==> src/hw/bamr_pkg.sv <==
// Functional notes
// RL1: Charge left below low-capacity threshold raises capacity-alarm warnings.
// RL2: Zero low-capacity threshold disables the capacity alarm.
// RL3: Low-capacity threshold loads from nonvolatile bytes 0x02-0x03 at init.
// RL4: Low-capacity threshold is unsigned 16 bits, mAh or 10 mWh by unit bit.
// RL5: Averaged time until empty below time threshold raises time-alarm warnings.
// RL6: Zero time threshold disables time alarm; full 16-bit minute range.
// RL7: Time threshold loads from nonvolatile bytes 0x00-0x01 at init.
// RL8: Mode word upper byte host-writable, lower byte read-only; the code stores only bits 13-15, bits 8-12 read zero.
// RL9: Mode bits 0-6 read zero; host writes to bit 7 ignored.
// RL10: Relearn flag set on full reset or 20 cycle counts without update.
// RL11: Mode bits 8 and 9 always read zero.
// RL12: Alarm-suppress bit 13 clear sends warnings to host and charger.
// RL13: Once suppress set, no alarm bus mastering for 59 to 60 s.
// RL14: Alarm broadcasts spaced at least 10 s apart.
// RL15: Each mode write restarts 60 s timer; expiry clears suppress bit.
// RL16: Host rewrites suppress bit at most every 59 s to keep silence.
// RL17: Sleep entry clears suppress, charging-suppress and unit-select bits.
// RL18: Alarm suppress and its timer leave charging broadcasts untouched.
// RL19: Bit 14 set stops charging current and voltage broadcasts.
// RL20: Bit 15 selects mA/mAh or 10 mW/10 mWh units.
// RL21: Unit change triggers recompute within 1 s; rate results on next rate.
// RL22: Broadcasts use write word; charger at 0x12, host at 0x10.
// RL23: Reserved mode bits 10-12 read zero, writes ignored.
package bamr_pkg;
    localparam logic [7:0]  REG_LOW_CAP      = 8'h01;
    localparam logic [7:0]  REG_LOW_TIME     = 8'h02;
    localparam logic [7:0]  REG_MODE         = 8'h03;
    localparam logic [7:0]  NV_CAP_OFFSET    = 8'h02;
    localparam logic [7:0]  NV_TIME_OFFSET   = 8'h00;
    localparam int          MODE_RELEARN     = 7;
    localparam int          MODE_ALARM_SUP   = 13;
    localparam int          MODE_CHG_SUP     = 14;
    localparam int          MODE_UNIT        = 15;
    localparam logic [15:0] THRESH_RESET     = 16'h0000;
    localparam logic [7:0]  ADDR_HOST        = 8'h10;
    localparam logic [7:0]  ADDR_CHARGER     = 8'h12;
    localparam int          STAT_CAP_ALARM   = 9;
    localparam int          STAT_TIME_ALARM  = 8;
    localparam logic [4:0]  RELEARN_CYCLES   = 5'h14;
    localparam longint      CLK_PERIOD_PS    = 4000;
    localparam longint      PS_PER_S         = 64'd1000000000000;
    localparam int          TICK_PERIOD_S    = 1;
    localparam int          ONE_SEC_CYCLES   = int'(PS_PER_S * TICK_PERIOD_S / CLK_PERIOD_PS);
    localparam int          SUPPRESS_MAX_S   = 60;
    localparam logic [6:0]  SUPPRESS_TICKS   = 7'(SUPPRESS_MAX_S / TICK_PERIOD_S);
    localparam int          BCAST_GAP_S      = 10;
    localparam logic [6:0]  GAP_TICKS        = 7'(BCAST_GAP_S / TICK_PERIOD_S + 1);
    typedef enum logic [1:0] {BC_IDLE, BC_HOST, BC_CHARGER} bamr_bcast_t;
endpackage

==> src/hw/bamr_regs.sv <==
`timescale 1ns/10ps
module bamr_regs
    import bamr_pkg::*;
#(
    parameter int TICK_CYCLES = ONE_SEC_CYCLES
) (
    input  wire logic        mclk,
    input  wire logic        reset,
    input  wire logic        clkEn,
    input  wire logic        cmdValid,
    input  wire logic        cmdWrite,
    input  wire logic [7:0]  cmdCode,
    input  wire logic [15:0] cmdWdata,
    output logic [15:0]      rdData_r,
    output logic             rdValid_r,
    input  wire logic        initLoad,
    input  wire logic [15:0] nvCapThresh,
    input  wire logic [15:0] nvTimeThresh,
    input  wire logic        sleepEnter,
    input  wire logic        fullReset,
    input  wire logic        cycleCountInc,
    input  wire logic        fullChargeCapacityUpdate,
    input  wire logic        learnDone,
    input  wire logic [15:0] chargeLeftValue,
    input  wire logic [15:0] averagedTimeUntilEmpty,
    output logic             bcastReq_r,
    output logic [7:0]       bcastAddr_r,
    output logic [15:0]      bcastData_r,
    input  wire logic        bcastDone,
    output logic             chargeBcastEn_r,
    output logic             unitSelect_r,
    output logic             recomputeReq_r,
    output logic             rateRecomputePend_r,
    input  wire logic        rateWrite
);
    logic [15:0] capThr_r;
    logic [15:0] timeThr_r;
    logic        alarmSup_r;
    logic        chgSup_r;
    logic        relearn_r;
    logic [4:0]  relearnCnt_r;
    logic [6:0]  supCnt_r;
    logic        supRun_r;
    logic [6:0]  gapCnt_r;
    logic        capAlarm_r;
    logic        timeAlarm_r;
    bamr_bcast_t bcState_r;
    bamr_bcast_t bcState_nxt;
    logic        tick;

    bamr_tick #(.TICK_CYCLES(TICK_CYCLES)) secTick (
        .mclk  (mclk),
        .reset (reset),
        .clkEn (clkEn),
        .tick_r(tick)
    );

    wire        wrCap    = cmdValid && cmdWrite && (cmdCode == REG_LOW_CAP);
    wire        wrTime   = cmdValid && cmdWrite && (cmdCode == REG_LOW_TIME);
    wire        wrMode   = cmdValid && cmdWrite && (cmdCode == REG_MODE);
    wire        rdReq    = cmdValid && !cmdWrite;
    // Unused bits 0-6, 8-12 held at zero; bit 7 from relearn logic only
    wire [15:0] modeWord = {unitSelect_r, chgSup_r, alarmSup_r, 5'h00,    // [RL9] [RL11] [RL23]
                            relearn_r, 7'h00};                           // [RL8]
    wire [15:0] rdMux    = (cmdCode == REG_LOW_CAP)  ? capThr_r  :
                           (cmdCode == REG_LOW_TIME) ? timeThr_r :
                           (cmdCode == REG_MODE)     ? modeWord  : 16'h0000;
    // Threshold compare is unit-agnostic: both sides share the unit bit
    wire        capCond  = (capThr_r != 16'h0000) && (chargeLeftValue < capThr_r);  // [RL1] [RL2] [RL4]
    wire        timeCond = (timeThr_r != 16'h0000)
                           && (averagedTimeUntilEmpty < timeThr_r);              // [RL5] [RL6]
    wire        supExpire = supRun_r && tick && (supCnt_r == SUPPRESS_TICKS - 7'h01);
    wire        gapDone  = (gapCnt_r == 7'h00);
    wire        anyAlarm = capAlarm_r || timeAlarm_r;
    wire        unitNxt  = sleepEnter ? 1'b0 : wrMode ? cmdWdata[MODE_UNIT] : unitSelect_r;
    wire [15:0] alarmWord = (16'h0001 << STAT_CAP_ALARM) & {16{capAlarm_r}}
                          | (16'h0001 << STAT_TIME_ALARM) & {16{timeAlarm_r}};

    // Register reads answer one cycle after the request
    always_ff @(posedge mclk) begin
        if (reset) begin
            rdData_r  <= 16'h0000;
            rdValid_r <= 1'b0;
        end else if (clkEn) begin
            rdValid_r <= rdReq;
            if (rdReq) begin
                rdData_r <= rdMux;
            end
        end
    end

    // Thresholds: init load, then host writes
    always_ff @(posedge mclk) begin
        if (reset) begin
            capThr_r  <= THRESH_RESET;
            timeThr_r <= THRESH_RESET;
        end else if (clkEn) begin
            if (wrCap) begin
                capThr_r <= cmdWdata;                                   // [RL4]
            end else if (initLoad) begin
                capThr_r <= nvCapThresh;                                // [RL3]
            end
            if (wrTime) begin
                timeThr_r <= cmdWdata;                                  // [RL6]
            end else if (initLoad) begin
                timeThr_r <= nvTimeThresh;                              // [RL7]
            end
        end
    end

    // Writable bits 13-15 of the mode word
    always_ff @(posedge mclk) begin
        if (reset) begin
            alarmSup_r   <= 1'b0;
            chgSup_r     <= 1'b0;
            unitSelect_r <= 1'b0;
        end else if (clkEn) begin
            unitSelect_r <= unitNxt;                                    // [RL20] [RL17]
            if (sleepEnter) begin
                alarmSup_r <= 1'b0;                                     // [RL17]
                chgSup_r   <= 1'b0;
            end else if (wrMode) begin
                alarmSup_r <= cmdWdata[MODE_ALARM_SUP];                 // [RL12] [RL8]
                chgSup_r   <= cmdWdata[MODE_CHG_SUP];                   // [RL19]
            end else if (supExpire) begin
                alarmSup_r <= 1'b0;                                     // [RL15]
            end
        end
    end

    // Suppress timer, restarted by every mode write
    always_ff @(posedge mclk) begin
        if (reset) begin
            supCnt_r <= 7'h00;
            supRun_r <= 1'b0;
        end else if (clkEn) begin
            if (wrMode) begin
                supCnt_r <= 7'h00;                                      // [RL15]
                supRun_r <= 1'b1;
            end else if (sleepEnter || supExpire) begin
                supCnt_r <= 7'h00;
                supRun_r <= 1'b0;
            end else if (supRun_r && tick) begin
                supCnt_r <= supCnt_r + 7'h01;                           // [RL13]
            end
        end
    end

    // Relearn request: set beats clear
    always_ff @(posedge mclk) begin
        if (reset) begin
            relearn_r    <= 1'b1;
            relearnCnt_r <= 5'h00;
        end else if (clkEn) begin
            if (fullChargeCapacityUpdate || fullReset) begin
                relearnCnt_r <= 5'h00;
            end else if (cycleCountInc && relearnCnt_r != RELEARN_CYCLES) begin
                relearnCnt_r <= relearnCnt_r + 5'h01;
            end
            if (fullReset || (relearnCnt_r == RELEARN_CYCLES)) begin
                relearn_r <= 1'b1;                                      // [RL10]
            end else if (learnDone) begin
                relearn_r <= 1'b0;                                      // [RL10]
            end
        end
    end

    // Alarm conditions and charging broadcast enable
    always_ff @(posedge mclk) begin
        if (reset) begin
            capAlarm_r      <= 1'b0;
            timeAlarm_r     <= 1'b0;
            chargeBcastEn_r <= 1'b1;
        end else if (clkEn) begin
            capAlarm_r      <= capCond;                                 // [RL1]
            timeAlarm_r     <= timeCond;                                // [RL5]
            chargeBcastEn_r <= !chgSup_r;                               // [RL19] [RL18]
        end
    end

    // Unit change recompute strobes
    always_ff @(posedge mclk) begin
        if (reset) begin
            recomputeReq_r      <= 1'b0;
            rateRecomputePend_r <= 1'b0;
        end else if (clkEn) begin
            recomputeReq_r <= (unitNxt != unitSelect_r);                // [RL21]
            if (unitNxt != unitSelect_r) begin
                rateRecomputePend_r <= 1'b1;                            // [RL21]
            end else if (rateWrite || tick) begin
                rateRecomputePend_r <= 1'b0;
            end
        end
    end

    // Broadcast sequencer: host first, then charger
    always_comb begin
        bcState_nxt = bcState_r;
        case (bcState_r)
            BC_IDLE: begin
                if (anyAlarm && !alarmSup_r && gapDone) begin           // [RL12] [RL14]
                    bcState_nxt = BC_HOST;
                end
            end
            BC_HOST: begin
                if (alarmSup_r) begin
                    bcState_nxt = BC_IDLE;                              // [RL13]
                end else if (bcastDone) begin
                    bcState_nxt = BC_CHARGER;
                end
            end
            BC_CHARGER: begin
                if (alarmSup_r || bcastDone) begin
                    bcState_nxt = BC_IDLE;
                end
            end
            default: bcState_nxt = BC_IDLE;
        endcase
    end

    always_ff @(posedge mclk) begin
        if (reset) begin
            bcState_r   <= BC_IDLE;
            bcastReq_r  <= 1'b0;
            bcastAddr_r <= ADDR_HOST;
            bcastData_r <= 16'h0000;
        end else if (clkEn) begin
            bcState_r  <= bcState_nxt;
            bcastReq_r <= (bcState_nxt != BC_IDLE) && !(bcastDone && bcastReq_r
                          && bcState_nxt == bcState_r);
            if (bcState_nxt == BC_CHARGER) begin
                bcastAddr_r <= ADDR_CHARGER;                            // [RL22]
            end else begin
                bcastAddr_r <= ADDR_HOST;                               // [RL22]
            end
            if (bcState_r == BC_IDLE && bcState_nxt == BC_HOST) begin
                bcastData_r <= alarmWord;                               // [RL1] [RL5]
            end
        end
    end

    // Spacing between alarm broadcasts, counted in whole seconds
    always_ff @(posedge mclk) begin
        if (reset) begin
            gapCnt_r <= 7'h00;
        end else if (clkEn) begin
            if (bcState_r == BC_IDLE && bcState_nxt == BC_HOST) begin
                gapCnt_r <= GAP_TICKS;                                  // [RL14]
            end else if (tick && !gapDone) begin
                gapCnt_r <= gapCnt_r - 7'h01;
            end
        end
    end

    zero_cap_a: assert property (@(posedge mclk) disable iff (reset)   // [RL2]
        clkEn && capThr_r == 16'h0000 |=> !capAlarm_r)
        else $error("capacity alarm with zero threshold");

    mode_fixed_a: assert property (@(posedge mclk) disable iff (reset) // [RL9] [RL11]
        rdValid_r && $past(cmdCode) == REG_MODE |-> rdData_r[12:8] == 5'h00
        && rdData_r[6:0] == 7'h00)
        else $error("fixed mode bits not zero");

    no_bcast_sup_a: assert property (@(posedge mclk) disable iff (reset) // [RL13]
        alarmSup_r && bcState_r == BC_IDLE |=> !bcastReq_r)
        else $error("broadcast while suppressed");

    sleep_clear_a: assert property (@(posedge mclk) disable iff (reset) // [RL17]
        clkEn && sleepEnter |=> modeWord[15:13] == 3'h0)
        else $error("sleep did not clear mode bits");

    relearn_set_a: assert property (@(posedge mclk) disable iff (reset) // [RL10]
        clkEn && fullReset |=> relearn_r)
        else $error("full reset did not request relearn");

    timer_restart_a: assert property (@(posedge mclk) disable iff (reset) // [RL15]
        clkEn && wrMode |=> supRun_r && supCnt_r == 7'h00)
        else $error("mode write did not restart timer");

    bcast_gap_a: assert property (@(posedge mclk) disable iff (reset)  // [RL14]
        clkEn && bcState_r == BC_IDLE && bcState_nxt == BC_HOST
        |-> gapCnt_r == 7'h00)
        else $error("broadcast started inside gap");

    init_load_a: assert property (@(posedge mclk) disable iff (reset)  // [RL3] [RL7]
        clkEn && initLoad && !wrCap && !wrTime
        |=> capThr_r == $past(nvCapThresh) && timeThr_r == $past(nvTimeThresh))
        else $error("init load not taken");

    unit_refresh_a: assert property (@(posedge mclk) disable iff (reset) // [RL21]
        clkEn && $changed(unitSelect_r) |-> recomputeReq_r)
        else $error("unit change without recompute");

    chg_indep_a: assert property (@(posedge mclk) disable iff (reset)  // [RL18] [RL19]
        clkEn ##1 clkEn |-> chargeBcastEn_r == !$past(chgSup_r))
        else $error("charging broadcast enable wrong");

    host_first_a: assert property (@(posedge mclk) disable iff (reset) // [RL22]
        clkEn && bcState_r == BC_IDLE && bcState_nxt == BC_HOST
        |=> bcastReq_r && bcastAddr_r == ADDR_HOST)
        else $error("broadcast did not open to host");

    sup_abort_a: assert property (@(posedge mclk) disable iff (reset)  // [RL12] [RL13]
        clkEn && alarmSup_r && bcState_r != BC_IDLE |=> !bcastReq_r)
        else $error("suppress did not abort broadcast");

    expire_clear_a: assert property (@(posedge mclk) disable iff (reset) // [RL15]
        clkEn && supExpire && !wrMode |=> !alarmSup_r)
        else $error("timer expiry did not clear suppress");
endmodule // bamr_regs

==> src/hw/bamr_tick.sv <==
`timescale 1ns/10ps
module bamr_tick
    import bamr_pkg::*;
#(
    parameter int TICK_CYCLES = ONE_SEC_CYCLES
) (
    input  wire logic mclk,
    input  wire logic reset,
    input  wire logic clkEn,
    output logic      tick_r
);
    logic [31:0] cnt_r;
    wire         wrap = (cnt_r == 32'(TICK_CYCLES - 1));

    // Free-running one second strobe
    always_ff @(posedge mclk) begin
        if (reset) begin
            cnt_r  <= 32'h00000000;
            tick_r <= 1'b0;
        end else if (clkEn) begin
            cnt_r  <= wrap ? 32'h00000000 : cnt_r + 32'h00000001;
            tick_r <= wrap;
        end
    end
endmodule // bamr_tick

==> config.mk <==
export PLATFORM = sky130hd
export DESIGN_NAME = bamr_regs
export DESIGN_NICKNAME = d
export VERILOG_FILES = /design/src/hw/bamr_pkg.sv /design/src/hw/bamr_regs.sv /design/src/hw/bamr_tick.sv
export SDC_FILE = /design/constraint.sdc
export NUM_CORES = 1
export LEC_CHECK = 0
export ABC_CLOCK_PERIOD_IN_PS = 2100
export BUFFER_PORTS_ARGS = -buffer_cell sky130_fd_sc_hd__buf_2
export CORE_MARGIN = 5
export CORE_UTILIZATION = 44
export CTS_CLUSTER_SIZE = 24
export DETAILED_ROUTE_END_ITERATION = 12
export GPL_TIMING_DRIVEN = 0
export PLACE_DENSITY_LB_ADDON = 0.05
export SYNTH_ARGS = -nofsm -noshare
export SYNTH_HDL_FRONTEND = slang
export SYNTH_HIERARCHICAL = 1
export SYNTH_SLANG_ARGS = --single-unit
==> constraint.sdc <==
create_clock -name mclk -period 2.1 [get_ports mclk]
set_input_delay 0.105 -clock mclk [delete_from_list [all_inputs] [get_ports mclk]]
set_output_delay 0.105 -clock mclk [all_outputs]
set_load 0.02 [all_outputs]
* After elaboration in Yosys (flattened, before gate mapping)
Index checks and enable logic that the tools add are counted.
** Cells by class
- Mux-type cells :: 34
- Add/sub/neg operators :: 4
- Bitwise logic cells :: 1
- Reductions and logical operators :: 55
- Magnitude comparators :: 2
- Eq/ne operators :: 13
** Operators with widths (number)
- 16-bit 2-to-1 mux :: 7
- 7-bit 2-to-1 mux :: 5
- 32-bit by 1-bit adder with 32-bit output (second input constant) :: 1
- 32-bit by 28-bit equality test with 1-bit output (second input constant) :: 1
- 16-bit < comparator :: 2
- 32-bit 2-to-1 mux :: 1
- 16-bit nonzero test :: 2
- 2-bit AND reduction :: 12
- 2-bit nonzero test :: 9
- 1-bit logical AND :: 17
- 8-bit by 2-bit equality test with 1-bit output (second input constant) :: 2
- 1-bit 2-to-1 mux :: 13
- 2-bit 2-to-1 mux :: 5
- 5-bit 2-to-1 mux :: 2
- 10-bit by 9-bit OR with 10-bit output :: 1
- 8-bit by 1-bit equality test with 1-bit output (second input constant) :: 1
- 7-bit by 1-bit adder with 7-bit output (second input constant) :: 1
- 7-bit by 6-bit equality test with 1-bit output (second input constant) :: 1
- 7-bit logical NOT :: 1
- 7-bit by 1-bit subtractor with 7-bit output (second input constant) :: 1
- 1-bit logical OR :: 6
- 2-bit one-hot mux with 3 select lines :: 1
- 3-bit nonzero test :: 2
- 5-bit by 1-bit adder with 5-bit output (second input constant) :: 1
- 8 further kinds :: 14
** Storage, ports and cells
- Output and inout bits :: 46
- Bits of input ports :: 101
- Register bits :: 138

* Longest topological paths before layout
- Depth in word-level cells :: 9
- Depth in mapped cells :: 8

* Hierarchy
Netlist, hierarchy kept.
** By module, submodules not included
- bamr_regs :: cells an instance 577, area an instance 4835.9 um2, times used 1
- bamr_tick :: cells an instance 173, area an instance 1556.5 um2, times used 1

* Worst setup path after synthesis
OpenSTA, ideal clock, no wires.
- Path type :: input to register
- Start point :: input port cmdCode[5]
- End point :: register supCnt_r[6]
- Arrival :: 1711 ps
- Path slack :: 269 ps
- Required time :: 1980 ps
- Cell stages on the path :: 5
- Cell sequence :: or4_4 o311ai_4 or4b_1 xor2_1 nor2_2
** On the way
- Longest elaborated chain between the ends :: 4
- Elaborated cells between the ends (all ways) :: 5
- Classes of those cells :: 1 x eq/ne; 1 x mux; 3 x reduce/logical
** Ends and longest elaborated chain
- start: declaration :: line bamr_regs.sv:12 : input wire logic [7:0] cmdCode,
- 8-bit by 2-bit equality test with 1-bit output (*) :: line bamr_regs.sv:60 : wire wrMode = cmdValid && cmdWrite && (cmdCode == REG_MODE);
- 1-bit logical AND (*) :: line bamr_regs.sv:60
- 3-bit nonzero test (no line)
- 2-bit AND reduction (no line)
- end signal: assignment :: line bamr_regs.sv:144 : supCnt_r <= supCnt_r + 7'h01;
- end: declaration :: line bamr_regs.sv:42 : logic [6:0] supCnt_r;
Every way passes the cells marked *; elsewhere a longest branch is shown, timed or not.
A chain may end at the register's enable or synchronous reset.

* Worst setup path after layout
- Start point :: register secTick.cnt_r[9]
- End point :: register secTick.cnt_r[19]
** On the way
- Longest elaborated chain between the ends :: 2
- Elaborated cells between the ends (all ways) :: 3
- Classes of those cells :: 1 x add/sub; 1 x eq/ne; 1 x mux
** Ends and longest elaborated chain
- start: declaration :: line bamr_tick.sv:12 : logic [31:0] cnt_r;
- start signal: assignment :: line bamr_tick.sv:21 : cnt_r <= wrap ? 32'h00000000 : cnt_r + 32'h00000001;
- 32-bit by 1-bit adder with 32-bit output / 32-bit by 28-bit equality test with 1-bit output (equally long branches) :: line bamr_tick.sv:21, bamr_tick.sv:13
- 32-bit 2-to-1 mux (*) :: line bamr_tick.sv:21
Marks and branches as above.

==> results.md <==
- Final WS setup: 0.172 ns
- Worst Setup Start Kind: flip-flop
- Cells along the critical path: nor4b_1 > nand2_1 > nor4_4 > a21o_2 > buf_4 > nor2_1
- DP Worst Slack: -0.134 ns
- RSZ-0062 raised after global routing: false
- Switching part of the total power: 23.2%
- Total core area: 14400 µm²
- Largest net degree at the start of global routing: 17
- Worst path required time: between 2 and 2.5 ns
- Clock share of power: 51.6%
- Global-route wire length before repair: a little under 30 mm
- Clk_lat worst skew: around 0.41 ns
- Num CTS Buffers: 17
- P_sw: 0.00146 W
- GRT overflow: 0
- Antenna diode count: 0
- Comb pwr share: 10.6%
- Multi-input gate area: 3680 µm²
- Synth area leaders: dfxtp_1, ha_1, nor2_1
- Leakage: 3.26 nW
- # DRC: 0
- P_int: 0.00484 W
- Gp weighted congestion: 0.914
- Library cells used by synthesis: 60
- Routed via count: 5957
- # IOs: 147
- FMAX: 519 MHz
- Max-slew violations: 0
- Average instance area after synthesis: 8.52 µm²
- Setup CP Type: reg2reg
- 1st-iter DRT viols: between 400 and 500
- Die width: 131 µm
- Placed cell areas: between 7000 and 8000 µm²
- Endpoints failing setup: 0
- Vias per cell: 5.36
- Hold Path Sink: chgSup_r$_SDFFE_PP0P_
- Placed insts: 1077
- Status: complete, no violations
- Count leader, synth: nor2_1
- Pwr/cell area: just under 800 nW/µm²
- WHS Path Cells: 3
- FFs w/ async S/R, synth: 0%
- Die area: 17000 µm²
- Sequential share of the synthesized area: 36.6%
- Pre-antenna DRT Iters: 6
- Data arrival, critical path: 2.23 ns
- Area leader, netlist: dfxtp_1
- Yosys warnings: 6
- Seq pwr share: 37.8%
- Post-DRT Antenna Nets: 0
- Vias in the first global route: 5750
- R2R cell count: 6
- IO buf count: 124
- Row Count: 44
- Max_slew headroom: a little over two fifths
- Most frequent cells after synthesis: nor2_1, dfxtp_1, a21oi_1
- TritonCTS clock tree: built
- Slowest cell delay on critical path: 0.47 ns
- Max cap viols: 0
- Clock Skew: 0.00765 ns
- Commonest register cell after synthesis: dfxtp_1
- Clock slew at reported path FFs: roughly 0.05 ns
- Period utilization: 91.8%
- Crit path max fanout: 10
- Final min period: 1.93 ns
- Post-Synthesis Cells: 750
- Worst R2R Setup Slack: 0.17 ns
- Fillers: 1339
- CP Capture Type: flip-flop
- EDFF count, synth: 0
- CTS Root Cell: clkbuf_16
- Die Y: 131 µm
- Worst-case clock buffer depth: 2
- Initial Util: between 40% and 50%
- Post-Layout Cell Count: 1112
- Synth top area share: a little over a third
- Hold Startpoint: cmdWdata[14]
- Synthesized area: 6390 µm²
- Share of cells above drive strength 1: 22.3%
- CP max-delay cell: dfxtp_1
- Maximum vdd drop: 0.605 mV
- Hold Crit Class: in2reg
- Final count of hold timing violations: 0
- WL per Instance: ~16 µm
- Worst reg2reg path startpoint: secTick/cnt_r[9]$_SDFFE_PP0P_
- Overall Global Routing Usage: 21.9%
- Final net count: between 1000 and 1500
- Setup TNS: 0 ns
- Yosys reg bits: 117
- DRT Wirelength: 18.3 mm
- Reg area: roughly 2300 µm²
- Post-route cell area: 8030 µm²
- Post-DP HPWL: 14.4 mm
- RR Endpoint: secTick/cnt_r[19]$_SDFFE_PP0P_
- P&R area growth vs syn: 25.6%
- Slew @ Worst Pin: around 0.84 ns
- Htree depth: 4
- Clk sinks: ~120
- Number of antenna violations at the first check in global routing: 0
-- registers in the layout (all words and copies together) (netlist names), 2 cells and up --
signal / flops
bcState_r: 2
supCnt_r: 7
gapCnt_r: 7
rdData_r: 16
capThr_r: 16
secTick/cnt_r: 32
bcastData_r: 2
relearnCnt_r: 5
timeThr_r: 16
-- logic make-up after synthesis --
group	Yosys count	share of synthesized area, %
and+or+nand+nor	286	23.6
AOI/OAI and AO/OA	145	14.9
DFF	117	36.6
buffers and inverters	92	7.20
xor gates and xnor gates	39	5.34
adders and majority gates	36	7.05
muxes	33	5.17
other	2	0.117
-- through the flow --
step,util (%),power [W],hold slack (ns)
finish,55.9,0.00630,0.0337
global route,55.9,0.00654,0.0300
CTS,55.7,0.00633,0.0149
detailed placement,50.9,0.00308,0.396
global placement,50.9,0.00306,0.398
floorplan,-,0.00282,0.249
-- power groups by stage --
stage	clock [W]	combinational, W	sequential (W)
global route	0.00340	0.000752	0.00239
global placement	0	0.000636	0.00242
detailed placement	0	0.000660	0.00242
finish	0.00325	0.000669	0.00238
floorplan	0	0.000426	0.00239
CTS	0.00329	0.000667	0.00238
-- worst max-delay path, delay by kind of cell, from the launching register on --
family,cells,cell delay [ns]
AOI/OAI and AO/OA,1,0.26
DFF,1,0.47
and+or+nand+nor,4,0.89
buffers and inverters,1,0.20
-- per-layer routing --
layer  vias to the layer above  part of all wire (%)  global-route usage, %  wire [µm]
li1                       2982                     -                      -          -
met1                      2796                    49                   31.0       8960
met2                       166                    44                   33.8       8090
met3                        13                   6.1                   5.69       1120
met4                         0                  0.74                   5.02        135
met5                         -                     0                      0          0
-- timing repair --
action	in CTS	in global routing
endpoints found under the hold margin	1	0
gates cloned	0	0
setup endpoints to repair	20	23
buffers inserted	0	1
hold buffers	2	0
pin swaps	0	2
gates resized for setup	1	2
-- worst max path at each step --
stage                                       start                        endpoint  slack [ns]  cells after the start
floorplan                              cmdCode[5]        supCnt_r[6]$_SDFFE_PP0P_        0.27                      5
global placement                       cmdCode[0]       timeThr_r[8]$_SDFFE_PP0P_       -0.11                      7
detailed placement                     cmdCode[0]      timeThr_r[11]$_SDFFE_PP0P_       -0.13                      8
CTS                 secTick/cnt_r[0]$_SDFFE_PP0P_  secTick/cnt_r[24]$_SDFFE_PP0P_        0.10                      6
global route        secTick/cnt_r[0]$_SDFFE_PP0P_  secTick/cnt_r[24]$_SDFFE_PP0P_       0.006                      6
finish              secTick/cnt_r[9]$_SDFFE_PP0P_  secTick/cnt_r[19]$_SDFFE_PP0P_        0.17                      6
-- placed cells by master (no fill, tap or decap), types with 5 or more instances in the layout --
master     instances
and4_1             5
mux2i_1           33
and3_1             6
nand2_1           43
nor2_1           119
nand4_1           28
o21ai_0           20
nor4_1            15
a21oi_1           52
bufinv_16          5
nor4b_1            5
clkbuf_16         17
nand2b_1           6
conb_1            21
buf_2            129
xor2_1            27
clkbuf_8           5
nand3_1           10
ha_1              36
buf_4             30
xnor2_1           12
clkbuf_1          19
nor3_1             8
inv_1             38
dfxtp_1          117
a211oi_1          32
a22oi_1           13
or3_1              5
-- area by class of cell --
class | instances | share of cell area (%)
inverter | 39 | 1.82
timing repair buffer | 127 | 8.07
clock buffer | 23 | 6.20
multi-input combinational | 560 | 45.8
sequential | 117 | 29.2
tap | 184 | 2.87
buffer | 53 | 3.91
clock inverter | 9 | 2.12
Power figures use the tool's default switching activity.
